### config.mk
export PLATFORM = sky130hd
export DESIGN_NAME = psc_top
export DESIGN_NICKNAME = d
export VERILOG_FILES = /design/src/psc_pkg.sv /design/src/psc_top.sv
export SDC_FILE = /design/constraint.sdc
export NUM_CORES = 1
export LEC_CHECK = 0
export BUFFER_PORTS_ARGS = -buffer_cell sky130_fd_sc_hd__buf_4
export CAP_MARGIN = 15
export CORE_MARGIN = 2
export CORE_UTILIZATION = 40
export DETAILED_ROUTE_END_ITERATION = 10
export GPL_ROUTABILITY_DRIVEN = 1
export GPL_TIMING_DRIVEN = 0
export PLACE_DENSITY = 0.66
export SYNTH_ARGS = -nofsm -noshare
export SYNTH_HDL_FRONTEND = slang
export SYNTH_SLANG_ARGS = --single-unit
### constraint.sdc
create_clock -name sys_clk -period 3.9 [get_ports sys_clk]
set_input_delay 0.585 -clock sys_clk [delete_from_list [all_inputs] [get_ports sys_clk]]
set_output_delay 0.585 -clock sys_clk [all_outputs]
set_load 0.1 [all_outputs]
### src/psc_pkg.sv
// shared constants, states and carriers of the proximity control block
package psc_pkg;
	localparam int CLK_HZ = 100_000_000;
	localparam int CLK_NS = 10;
	localparam int STEP_NS = 2_720_000;
	localparam int STEP_CYC = STEP_NS / CLK_NS;
	localparam int PULSE_PERIOD_NS = 16_000;
	localparam int PULSE_PERIOD_CYC = PULSE_PERIOD_NS / CLK_NS;
	localparam int LED_ON_NS = 7_200;
	localparam int LED_ON_CYC = LED_ON_NS / CLK_NS;
	// byte offsets
	localparam logic [5:0] OFS_ENABLE = 6'h00;
	localparam logic [5:0] OFS_CONFIG = 6'h04;
	localparam logic [5:0] OFS_TIMING = 6'h08;
	localparam logic [5:0] OFS_THRESH = 6'h0c;
	localparam logic [5:0] OFS_PERSIST = 6'h10;
	localparam logic [5:0] OFS_DATA = 6'h14;
	localparam logic [5:0] OFS_PROX = 6'h18;
	localparam logic [5:0] OFS_STATUS = 6'h1c;
	localparam logic [5:0] OFS_MASK = 6'h20;
	localparam logic [5:0] OFS_STATE = 6'h24;
	// enable bits
	localparam int EN_POWER = 0;
	localparam int EN_PROX = 1;
	localparam int EN_WAIT = 2;
	localparam int EN_INT = 3;
	// config fields
	localparam int CFG_DRIVE_LSB = 8;
	localparam int CFG_CHAN_LSB = 12;
	// timing fields
	localparam int TIM_WAIT_LSB = 8;
	// status bits
	localparam int ST_PROX = 0;
	localparam int ST_DONE = 1;
	localparam int ST_W = 2;
	// reset values
	localparam logic [7:0] PULSES_RST = 8'h08;
	localparam logic [15:0] THR_HI_RST = 16'hffff;
	localparam logic [3:0] PERSIST_RST = 4'h1;
	// channel select
	localparam logic [1:0] CH_VIS = 2'h1;
	localparam logic [1:0] CH_IR = 2'h2;
	localparam logic [1:0] CH_BOTH = 2'h3;
	typedef enum logic [2:0] {
		SLEEP = 3'h0, PULSE = 3'h1, INTEG = 3'h3, XFER = 3'h2, EVAL = 3'h6, WAIT = 3'h7
	} psc_state_e;
	typedef struct packed {
		logic [1:0] chan;
		logic [1:0] drive;
		logic [7:0] pulses;
	} psc_cfg_s;
	typedef struct packed {
		logic [15:0] high;
		logic [15:0] low;
	} psc_thr_s;
endpackage : psc_pkg

### src/psc_top.sv
// proximity sense control: led burst, integration, thresholds, interrupt
`timescale 1ns/1ps
// How it works
// - led drive strength selects one of four currents
// - burst holds programmed 1 to 255 pulses
// - pulses back to back, 16 us period each
// - both 16-bit channel results captured together
// - proximity uses either channel or both
// - completed conversion copied into data registers
// - interrupt is a level on own pin
// - interrupt only when enabled and a masked-in status bit is set: exceeded, or conversion done
// - exceed means above upper or below lower
// - persistence count of consecutive exceeds triggers
// - interrupt held until host clears status, masks it or disables it
// - host bus configures device, reads results
// - wait timer idles 2.72 ms to 696.32 ms
// - state machine walks sleep, prox, wait, then back to prox
// - wait interval is 1 to 256 steps
// - integration time is 1 to 256 steps
module psc_top #(
	parameter int STEP_CYC = psc_pkg::STEP_CYC
) (
	// clock and reset
	input wire logic sys_clk,
	input wire logic resetn,
	// avalon-mm slave
	input wire logic [5:0] address,
	input wire logic read,
	input wire logic write,
	input wire logic [31:0] writedata,
	output logic [31:0] readdata,
	output logic waitrequest,
	// analogue front end
	input wire logic [15:0] visible_ir_channel,
	input wire logic [15:0] ir_only_channel,
	output logic adc_integrate,
	output logic [1:0] led_drive,
	// open-drain pins
	output logic led_sink_out,
	output logic led_sink_oe,
	output logic int_out,
	output logic int_oe
);
	psc_pkg::psc_state_e state;
	psc_pkg::psc_cfg_s cfg;
	psc_pkg::psc_thr_s thr;
	logic [3:0] enable;
	logic [7:0] integ_set;
	logic [7:0] wait_set;
	logic [3:0] persist;
	logic [15:0] data_vis;
	logic [15:0] data_ir;
	logic [15:0] prox;
	logic [psc_pkg::ST_W-1:0] status;
	logic [psc_pkg::ST_W-1:0] mask;
	logic [15:0] vis_s1;
	logic [15:0] vis_s2;
	logic [15:0] ir_s1;
	logic [15:0] ir_s2;
	logic [18:0] tick;
	logic [10:0] pcyc;
	logic [7:0] pnum;
	logic [8:0] steps;
	logic [3:0] exceed_cnt;
	logic wr_ok;
	logic step_end;
	logic period_end;
	logic running;
	logic exceed;
	logic hit;
	logic [16:0] sum;
	logic [7:0] last_pulse;
	logic [3:0] need;
	logic [31:0] rd_mux;

	assign wr_ok = write && !waitrequest;
	assign running = enable[psc_pkg::EN_POWER] && enable[psc_pkg::EN_PROX];
	assign step_end = tick == 19'(STEP_CYC - 1);
	assign period_end = pcyc == 11'(psc_pkg::PULSE_PERIOD_CYC - 1);
	// a count of zero still fires one pulse
	assign last_pulse = (cfg.pulses == 8'h00) ? 8'h00 : cfg.pulses - 8'h01;
	assign need = (persist == 4'h0) ? 4'h1 : persist;
	assign sum = {1'b0, data_vis} + {1'b0, data_ir};
	assign exceed = prox > thr.high || prox < thr.low;
	// one spare bit so a saturated count still sees the threshold
	assign hit = exceed && ({1'b0, exceed_cnt} + 5'h01 >= {1'b0, need});

	always_comb begin
		case (cfg.chan)
			psc_pkg::CH_VIS: prox = data_vis;
			psc_pkg::CH_IR: prox = data_ir;
			default: prox = sum[16] ? 16'hffff : sum[15:0];
		endcase
	end

	// front end words cross in from the analogue clocking
	always_ff @(posedge sys_clk or negedge resetn) begin
		if (!resetn) begin
			vis_s1 <= 16'h0000;
			vis_s2 <= 16'h0000;
			ir_s1 <= 16'h0000;
			ir_s2 <= 16'h0000;
		end else begin
			vis_s1 <= visible_ir_channel;
			vis_s2 <= vis_s1;
			ir_s1 <= ir_only_channel;
			ir_s2 <= ir_s1;
		end
	end

	always_ff @(posedge sys_clk or negedge resetn) begin
		if (!resetn) begin
			state <= psc_pkg::SLEEP;
			tick <= 19'h0_0000;
			pcyc <= 11'h000;
			pnum <= 8'h00;
			steps <= 9'h000;
		end else if (!running) begin
			state <= psc_pkg::SLEEP;
			tick <= 19'h0_0000;
			pcyc <= 11'h000;
			pnum <= 8'h00;
			steps <= 9'h000;
		end else begin
			case (state)
				psc_pkg::SLEEP: begin
					state <= psc_pkg::PULSE;
				end
				psc_pkg::PULSE: begin
					pcyc <= period_end ? 11'h000 : pcyc + 11'h001;
					if (period_end) begin
						pnum <= pnum + 8'h01;
						if (pnum == last_pulse) begin
							pnum <= 8'h00;
							state <= psc_pkg::INTEG;
						end
					end
				end
				psc_pkg::INTEG: begin
					tick <= step_end ? 19'h0_0000 : tick + 19'h0_0001;
					if (step_end) begin
						steps <= steps + 9'h001;
						if (steps == {1'b0, integ_set}) begin
							steps <= 9'h000;
							state <= psc_pkg::XFER;
						end
					end
				end
				psc_pkg::XFER: begin
					state <= psc_pkg::EVAL;
				end
				psc_pkg::EVAL: begin
					state <= enable[psc_pkg::EN_WAIT] ? psc_pkg::WAIT : psc_pkg::PULSE;
				end
				psc_pkg::WAIT: begin
					tick <= step_end ? 19'h0_0000 : tick + 19'h0_0001;
					if (step_end) begin
						steps <= steps + 9'h001;
						if (steps == {1'b0, wait_set}) begin
							steps <= 9'h000;
							state <= psc_pkg::PULSE;
						end
					end
				end
				default: begin
					state <= psc_pkg::SLEEP;
				end
			endcase
		end
	end

	// led and front end drive
	always_ff @(posedge sys_clk or negedge resetn) begin
		if (!resetn) begin
			led_sink_out <= 1'b0;
			led_sink_oe <= 1'b0;
			led_drive <= 2'h0;
			adc_integrate <= 1'b0;
		end else begin
			led_sink_out <= 1'b0;
			led_sink_oe <= state == psc_pkg::PULSE && pcyc < 11'(psc_pkg::LED_ON_CYC);
			led_drive <= cfg.drive;
			adc_integrate <= state == psc_pkg::INTEG;
		end
	end

	// results land only when a full cycle finishes
	always_ff @(posedge sys_clk or negedge resetn) begin
		if (!resetn) begin
			data_vis <= 16'h0000;
			data_ir <= 16'h0000;
		end else if (state == psc_pkg::XFER) begin
			data_vis <= vis_s2;
			data_ir <= ir_s2;
		end
	end

	// persistence filter
	always_ff @(posedge sys_clk or negedge resetn) begin
		if (!resetn) begin
			exceed_cnt <= 4'h0;
		end else if (state == psc_pkg::EVAL) begin
			if (!exceed) begin
				exceed_cnt <= 4'h0;
			end else if (exceed_cnt != 4'hf) begin
				exceed_cnt <= exceed_cnt + 4'h1;
			end
		end
	end

	// sticky status, write one to clear; a new event beats the clear
	always_ff @(posedge sys_clk or negedge resetn) begin
		if (!resetn) begin
			status <= '0;
		end else begin
			if (wr_ok && address == psc_pkg::OFS_STATUS) begin
				status <= status & ~writedata[psc_pkg::ST_W-1:0];
			end
			if (state == psc_pkg::EVAL && hit) begin
				status[psc_pkg::ST_PROX] <= 1'b1;
			end
			if (state == psc_pkg::XFER) begin
				status[psc_pkg::ST_DONE] <= 1'b1;
			end
		end
	end

	// level output, open drain pulled low while asserted
	always_ff @(posedge sys_clk or negedge resetn) begin
		if (!resetn) begin
			int_out <= 1'b0;
			int_oe <= 1'b0;
		end else begin
			int_out <= 1'b0;
			int_oe <= enable[psc_pkg::EN_INT] && |(status & mask);
		end
	end

	// configuration writes; the bus stands in for the two-wire port
	always_ff @(posedge sys_clk or negedge resetn) begin
		if (!resetn) begin
			enable <= 4'h0;
			cfg <= '{chan: psc_pkg::CH_BOTH, drive: 2'h0, pulses: psc_pkg::PULSES_RST};
			integ_set <= 8'h00;
			wait_set <= 8'h00;
			thr <= '{high: psc_pkg::THR_HI_RST, low: 16'h0000};
			persist <= psc_pkg::PERSIST_RST;
			mask <= '0;
		end else if (wr_ok) begin
			case (address)
				psc_pkg::OFS_ENABLE: enable <= writedata[3:0];
				psc_pkg::OFS_CONFIG: begin
					cfg.pulses <= writedata[7:0];
					cfg.drive <= writedata[psc_pkg::CFG_DRIVE_LSB +: 2];
					cfg.chan <= writedata[psc_pkg::CFG_CHAN_LSB +: 2];
				end
				psc_pkg::OFS_TIMING: begin
					integ_set <= writedata[7:0];
					wait_set <= writedata[psc_pkg::TIM_WAIT_LSB +: 8];
				end
				psc_pkg::OFS_THRESH: thr <= writedata;
				psc_pkg::OFS_PERSIST: persist <= writedata[3:0];
				psc_pkg::OFS_MASK: mask <= writedata[psc_pkg::ST_W-1:0];
				default: begin
				end
			endcase
		end
	end

	always_comb begin
		case (address)
			psc_pkg::OFS_ENABLE: rd_mux = {28'h000_0000, enable};
			psc_pkg::OFS_CONFIG: rd_mux = {18'h0_0000, cfg.chan, 2'h0, cfg.drive, cfg.pulses};
			psc_pkg::OFS_TIMING: rd_mux = {16'h0000, wait_set, integ_set};
			psc_pkg::OFS_THRESH: rd_mux = thr;
			psc_pkg::OFS_PERSIST: rd_mux = {28'h000_0000, persist};
			psc_pkg::OFS_DATA: rd_mux = {data_ir, data_vis};
			psc_pkg::OFS_PROX: rd_mux = {16'h0000, prox};
			psc_pkg::OFS_STATUS: rd_mux = {30'h0000_0000, status};
			psc_pkg::OFS_MASK: rd_mux = {30'h0000_0000, mask};
			psc_pkg::OFS_STATE: rd_mux = {25'h000_0000, exceed_cnt, state};
			default: rd_mux = 32'h0000_0000;
		endcase
	end

	// one wait cycle per access keeps read data registered
	always_ff @(posedge sys_clk or negedge resetn) begin
		if (!resetn) begin
			waitrequest <= 1'b1;
			readdata <= 32'h0000_0000;
		end else begin
			waitrequest <= !(waitrequest && (read || write));
			if (waitrequest && read) begin
				readdata <= rd_mux;
			end
		end
	end
endmodule : psc_top

==> flow_summary.toml, run 1 <==
[pwr]
vdd_ir_drop_max_uv = 349
power_density_mw_per_mm2 = 419
power.leakage_nw = 7.28

[final_layout]
fin_area_mm2 = 0.0163
fill_cells = 2966
finalNetCount = 1518
areaGrowthSynthToFinish_pct = 23.6
final_layout_size_suffix_gt1_frac = 0.284
diodes = 0
instances_no_fill = 1847

[timing]
fmax_ghz = 0.229
period_needed_ns = 4.37
finalSetupViolations = 5
setup_slack_ns = -0.475
hold_viol_final = 0
slew_headroom = 0.181
slew_viol_final = 0
rsz0062_at_grt = "true"
skew_ns = 0.0194
tightest_slew_ns = 1.22
finalCritPeriodShare = 1.12

[placement]
hpwl_mm = 26.2
place_congestion = 0.911
placed_area_mm2 = 0.0147
place.port_buffers = 111
dp_cells = 1770

[critical_path]
crit_chain = "inv_2, ha_4, or4b_4, a211o_1, a22o_1, nor2_4, buf_6, buf_12, a21oi_4, ha_4, nand4_1, nor4_4, a221oi_2, o211a_1, a211oi_4, buf_4, o22ai_2, a21oi_1"
required_ns = 4.40
r2r_slack_ns = -0.47
reg2regPathDepth = 18
path_common_cell = "ha_4"
cp_slowest_cell = "dfstp_2"
crit_buf_inv = 4
path_max_fanout = 5
crit_path_start_kind = "flop"
reg2reg_from = "cfg[10]"
cp-end-kind = "flop"
worstSetupPathType = "flop to flop"
cpLargestDelayFamily = "compound AO/OA/AOI/OAI gates"
r2r_end = "exceed_cnt[2]"
max_stage_delay_ns = 0.55
arrival_ns = 4.87

[yosys]
ys_ff_latch = 260
syn_avg_cell_area_um2 = 10.9
yosys_most_used_dff = "dfrtp_1"
syn_inst = 1214
yosys_warnings = 0
yosysSeqAreaShare = 0.495
netlist_area_mm2 = 0.0132
synth_cell_types = 77
async_reset_ff_frac = 1.00
synth-edff-count = 0

[flow_run]
maxCapViolCount = 0

[drt]
drtIter0Drc = 934
vias = 10200
wirelength_mm = 36.4
drtPass1Iterations = 5
viasPerCell = 5.52
antenna_left = 0
drcViolationCount = 0
post_drt_wl_per_cell_um = 19.7

[status]
status = "finished with violations"
violations = "setup timing"

[global_route]
grt_usage = 0.213
antenna_found_initial = 1
grt_start_max_net_pins = 129
grt_pass1_wl_mm = 56.5
grt_pass1_vias = 10100
grt-ovfl-total = 0

[floorplan]
die_x_um = 186
start_util = 0.405
coreArea_mm2 = 0.0325
rows = 66
die_area_mm2 = 0.0344
ios = 114
die_h_um = 186

[clocking]
cts_buffer_depth = 3
cts_tree = "done"
cts_buffers = 29
clk_pin_slew_ns = 0.07
clk_latency_ns = 0.57
htree_levels = 1
cts_sinks = 260
cts-root-buf = "clkbuf_16"

[worst_hold_path]
hold_end = "vis_s1[2]"
whs_path_depth = 1
hold_start = "visible_ir_channel[2]"
hp-class = "input port to flop"
## worst reg2reg max path, stage by stage, from the launching register on
cell and delay (ns):
dfstp_2 0.55, inv_2 0.05, ha_4 0.25, or4b_4 0.44, a211o_1 0.30, a22o_1 0.28
nor2_4 0.14, buf_6 0.14, buf_12 0.14, a21oi_4 0.09, ha_4 0.31, nand4_1 0.23
nor4_4 0.39, a221oi_2 0.11, o211a_1 0.17, a211oi_4 0.33, buf_4 0.19, o22ai_2 0.07
a21oi_1 0.12
## cell usage in the layout (no fill, tap or decap), types with 36 or more instances in the layout
| master | count |
|---|---|
| xnor2_1 | 36 |
| o21ai_0 | 49 |
| a21oi_1 | 45 |
| nor2_1 | 87 |
| inv_1 | 52 |
| nand2_1 | 80 |
| buf_4 | 132 |
| clkbuf_1 | 39 |
| ha_1 | 51 |
| dfrtp_1 | 236 |
| mux2_2 | 102 |
## through the flow
stage	total power, mW	setup WS (ns)	util	hold slack, ns	TNS (ns)
6_report	6.84	-0.475	0.501	0.128	-2.01
5_1_grt	7.09	-0.662	0.501	0.114	-3.06
4_1_cts	6.81	-0.406	0.496	0.115	-1.72
3_5_place_dp	3.74	-1.21	0.452	0.335	-5.73
3_3_place_gp	3.72	-1.21	0.450	0.332	-5.81
2_1_floorplan	3.44	-0.171	-	0.289	-0.709
## cells in the mapped netlist, types with 21 or more instances
cell / instances / area share
nor2_1: 91 / 0.026
dfstp_2: 21 / 0.042
ha_1: 60 / 0.057
xor2_1: 21 / 0.014
a221oi_1: 28 / 0.019
mux2_2: 102 / 0.087
a21oi_1: 56 / 0.021
nor3_1: 22 / 0.0083
nand3_1: 24 / 0.0091
xnor2_1: 37 / 0.025
clkbuf_1: 39 / 0.011
nand2_1: 83 / 0.024
inv_1: 53 / 0.015
a22oi_1: 21 / 0.012
o21ai_0: 53 / 0.020
dfrtp_1: 239 / 0.45
## power by group
part / leakage [nW] / internal, mW / total (mW) / switching, mW
logic: 3.41 / 0.438 / 0.984 / 0.546
registers: 3.37 / 2.81 / 2.89 / 0.0750
clock network: 0.501 / 1.76 / 2.97 / 1.21
total: 7.28 / 5.01 / 6.84 / 1.83
## layer usage
layer  share of wire  vias to the layer above  wire length [um]  global-route usage
met4           0.030                        0              1100              0.0699
met3           0.086                       67              3120              0.0511
met1            0.44                     5013             16100               0.301
met2            0.44                      349             16000               0.323
li1                -                     4764                 -                   -
met5               0                        -                 0                   0
## area by class of cell
| class | instances | area (um^2) | share of cell area |
|---|---|---|---|
| clock inverters | 22 | 285 | 0.0175 |
| repair buffers | 138 | 1100 | 0.0675 |
| plain buffers | 54 | 236 | 0.0145 |
| multi-input cells | 846 | 6640 | 0.407 |
| well taps | 442 | 553 | 0.0339 |
| flip-flops and latches | 260 | 6540 | 0.401 |
| clock buffers | 31 | 753 | 0.0462 |
| inverters | 54 | 203 | 0.0124 |
## cells by family (layout without fill, tap and decap cells)
logic type      after synthesis  after routing  share of synthesized area
xor+xnor                     59             59                     0.0402
other cells                   1              2                   0.000284
compound gates              268            268                      0.141
buf+inv                     109            299                     0.0327
fa+ha+maj                    61             61                     0.0584
mux                         125            125                      0.107
simple gates                331            331                      0.124
flops                       260            260                      0.495
## sequential cells by signal, indices dropped and copies added, names as in the netlist, 3 cells and up
| register | cells |
|---|---|
| pnum | 8 |
| vis_s2 | 16 |
| vis_s1 | 16 |
| wait_set | 8 |
| pcyc | 11 |
| ir_s1 | 16 |
| persist | 4 |
| ir_s2 | 16 |
| state | 3 |
| tick | 19 |
| enable | 4 |
| cfg | 12 |
| data_vis | 16 |
| thr | 32 |
| integ_set | 8 |
| exceed_cnt | 4 |
| steps | 9 |
| data_ir | 16 |
| readdata | 32 |
## worst max-delay path by stage
stage	slack, ns	endpoint	cells past startpoint	from
2_1_floorplan	-0.17	exceed_cnt[3]	17	cfg[10]
3_3_place_gp	-1.21	status[0]	16	data_vis[0]
3_5_place_dp	-1.21	exceed_cnt[3]	16	data_vis[0]
4_1_cts	-0.41	exceed_cnt[3]	18	cfg[10]
5_1_grt	-0.66	exceed_cnt[2]	18	data_vis[0]
6_report	-0.47	exceed_cnt[2]	18	cfg[10]
## what timing repair did
item | 4_1_cts | 5_1_grt
cloned | 1 | 0
pin swaps | 30 | 13
hold buffers | 1 | 0
endpoints found under the setup margin | 5 | 5
setup buffers | 17 | 6
gates resized for setup | 53 | 24
hold endpoints to repair | 37 | 0
Power figures use the tool's default switching activity.
==> run 2, diff against run 1 <==
Settings changed: ABC_AREA set to 1, RECOVER_POWER set to 100.
==> run 2 against run 1 <==
Net effect:
- the flow finishes with violations (capacitance limit, slew limit, setup timing)
- first-iteration DRC count fell by 9.9%
- combinational power fell by 4.7%
- global-route usage rose by 0.21 points
- sequential cell count did not move
- maximum frequency rose by 11%
- largest power group is now sequential cells
- clock power fell by 9.4%
- synthesized cell count rose by 23%
- wire length fell by 0.34%
- via count rose by 7.8%
- core utilization fell by 1.2 points
- critical path depth rose by 6
- die area fell by 1.9%
==> flow_summary.toml, run 2 <==
[status]
status = "finished with violations"
violations = "capacitance limit, slew limit, setup timing"

[drt]
vias = 11000
drtIter0Drc = 842
drcViolationCount = 0
drtPass1Iterations = 6
wirelength_mm = 36.3
post_drt_wl_per_cell_um = 17.4
antenna_left = 0
viasPerCell = 5.28

[yosys]
synth_top_family_by_area = "simple AND/OR/NAND/NOR gates"
synth_top_cell_area_share = 0.463
ys_top_cells_by_count = "nand2_1, dfrtp_1, inv_1, o21ai_0, nor2_1"
synth-edff-count = 0
yosys_warnings = 0
synth_top_area_cell = "dfrtp_1"
yosysSeqAreaShare = 0.505
netlist_area_mm2 = 0.0129
synth.area.mux_share = 0.0104
syn_inst = 1489
synth_compound_area_frac = 0.151
async_reset_ff_frac = 1.00
synth_most_common_cell = "nand2_1"
synth_xor_xnor_area_share = 0.0183
synthSimpleGateAreaFrac = 0.178
synthTopCellsByArea = "dfrtp_1, nand2_1, inv_1"
synthAdderAreaFrac = 0.0596
yosys_most_used_dff = "dfrtp_1"
syn_avg_cell_area_um2 = 8.68
synth_cell_types = 58
ys_ff_latch = 260

[timing]
hold_viol_final = 0
fmax_ghz = 0.254
finalSetupViolations = 5
rsz0062_at_grt = "true"
slew_viol_final = 59
setup_slack_ns = -0.0396
finalCritPeriodShare = 1.01
tightest_slew_ns = 2.74
skew_ns = 0.0253
period_needed_ns = 3.94
slew_headroom = -0.824

[pwr]
p_clk_frac = 0.412
swShare = 0.271
p_int_mw = 4.75
vdd_ir_drop_max_uv = 378
power_switching_mw = 1.77
power_frac_comb = 0.144
power_density_mw_per_mm2 = 420
seq_power_share = 0.444
power.leakage_nw = 7.30

[final_layout]
instances_no_fill = 2082
layout_commonest_cell = "nand2_1"
regArea_mm2 = 0.00654
fin_area_mm2 = 0.0155
layout_common_cells = "nand2_1, dfrtp_1, inv_1"
areaGrowthSynthToFinish_pct = 20.0
diodes = 0
final_layout_size_suffix_gt1_frac = 0.150
multiInputGateArea_mm2 = 0.00559
fill_cells = 3049
final_util = 0.489
largestRegisters = "readdata: 32 flops, thr: 32 flops, tick: 19 flops"
finalNetCount = 1794

[floorplan]
ios = 114
start_util = 0.408
coreArea_mm2 = 0.0317
die_area_mm2 = 0.0338
rows = 65
die_h_um = 184
die_x_um = 184

[critical_path]
reg2reg_from = "data_vis[6]"
required_ns = 4.33
r2r_end = "exceed_cnt[2]"
r2r_slack_ns = -0.04
path_max_fanout = 4
crit_path_end = "exceed_cnt[2]"
setup.worst_path.start = "data_vis[6]"
cp-end-kind = "flop"
worstSetupPathType = "flop to flop"
crit_path_start_kind = "flop"
reg2regPathDepth = 24
arrival_ns = 4.37

[global_route]
grt_pass1_wl_mm = 57.1
antenna_found_initial = 1
grt_usage = 0.215
busiest_layer = "met2"
met2_usage = 0.333
grt_pass1_vias = 10700
grtUsageMet3 = 0.0414
grt_start_max_net_pins = 121
grt-ovfl-total = 0
use_met1 = 0.306

[clocking]
cts_sinks = 260
cts_buffer_depth = 3
cts-root-buf = "clkbuf_16"
clk_latency_ns = 0.56
htree_levels = 1
clk_pin_slew_ns = 0.06
cts_buffers = 28
cts_tree = "done"

[placement]
placed_area_mm2 = 0.0143
dp_slack_ns = -0.517
place.port_buffers = 111
dp_cells = 2005
hpwl_mm = 27.2
place_congestion = 0.921

[worst_hold_path]
hp-class = "input port to flop"
hold_start = "ir_only_channel[11]"

[flow_run]
maxCapViolCount = 1
[run 2: area by class of cell]
class | count | share of cell area
inverters | 226 | 0.0550
clock buffers | 40 | 0.0532
clock inverters | 11 | 0.00766
well taps | 402 | 0.0324
multi-input cells | 969 | 0.360
plain buffers | 35 | 0.00927
repair buffers | 139 | 0.0611
flip-flops and latches | 260 | 0.421
[run 2: what timing repair did]
action                                  in CTS  in global routing
gates cloned                                 1                  0
endpoints found under the hold margin       57                  0
setup buffers                               18                  7
pin swaps                                   25                 18
hold buffers                                 1                  0
gates resized for setup                     36                 15
endpoints found under the setup margin       5                  5
[run 2: cells by family after synthesis]
family,Yosys count
muxes,12
AOI/OAI and AO/OA,338
and+or+nand+nor,528
other,1
buffers and inverters,262
DFF,260
xor gates and xnor gates,27
adders and majority gates,61
[run 2: worst max-delay path, stage by stage, from the launching register on]
cell      delay, ns
dfrtp_2        0.47
ha_4           0.31
nand2_1        0.08
nor3_2         0.22
a21oi_2        0.10
o21ai_2        0.16
nand2_1        0.09
nand2_2        0.09
nand2_1        0.07
nand3_1        0.08
nand3b_1       0.09
nand2_2        0.10
inv_1          0.09
ha_1           0.34
nand2_4        0.07
inv_2          0.06
nand3_4        0.07
nor4_4         0.32
nand4_1        0.18
o32ai_2        0.34
nand2_2        0.15
nand2_2        0.09
nand2_2        0.06
nand2_1        0.10
nand2_1        0.06
[run 2: power by group through the flow]
stage / Sequential, mW / Clock [mW] / Combinational (mW)
6_report: 2.89 / 2.69 / 0.938
3_5_place_dp: 2.94 / 0 / 0.860
5_1_grt: 2.90 / 2.87 / 1.05
4_1_cts: 2.89 / 2.75 / 0.925
3_3_place_gp: 2.94 / 0 / 0.834
2_1_floorplan: 2.98 / 0 / 0.497
[run 2: worst min path at each step]
stage / endpoint / slack (ns) / cells past startpoint
after floorplan: adc_integrate / 0.29 / 0
after detailed placement: ir_s2[4] / 0.33 / 0
after CTS: ir_s1[13] / 0.10 / 1
after global placement: ir_s2[12] / 0.33 / 0
final: ir_s1[11] / 0.15 / 1
after global routing: ir_s1[13] / 0.13 / 1
[run 2: through the flow]
| stage | power (mW) | setup TNS, ns | hold slack, ns |
|---|---|---|---|
| 6_report | 6.52 | -0.124 | 0.147 |
| 5_1_grt | 6.82 | -16.57 | 0.125 |
| 4_1_cts | 6.56 | -0.0900 | 0.105 |
| 3_5_place_dp | 3.80 | -2.39 | 0.335 |
| 3_3_place_gp | 3.77 | -1.93 | 0.334 |
| 2_1_floorplan | 3.48 | 0 | 0.289 |
[run 2: routing by layer]
layer | vias up | wire length [um]
li1 | 5285 | -
met1 | 5268 | 16200
met2 | 369 | 16300
met3 | 64 | 2940
met4 | 2 | 827
met5 | - | 9
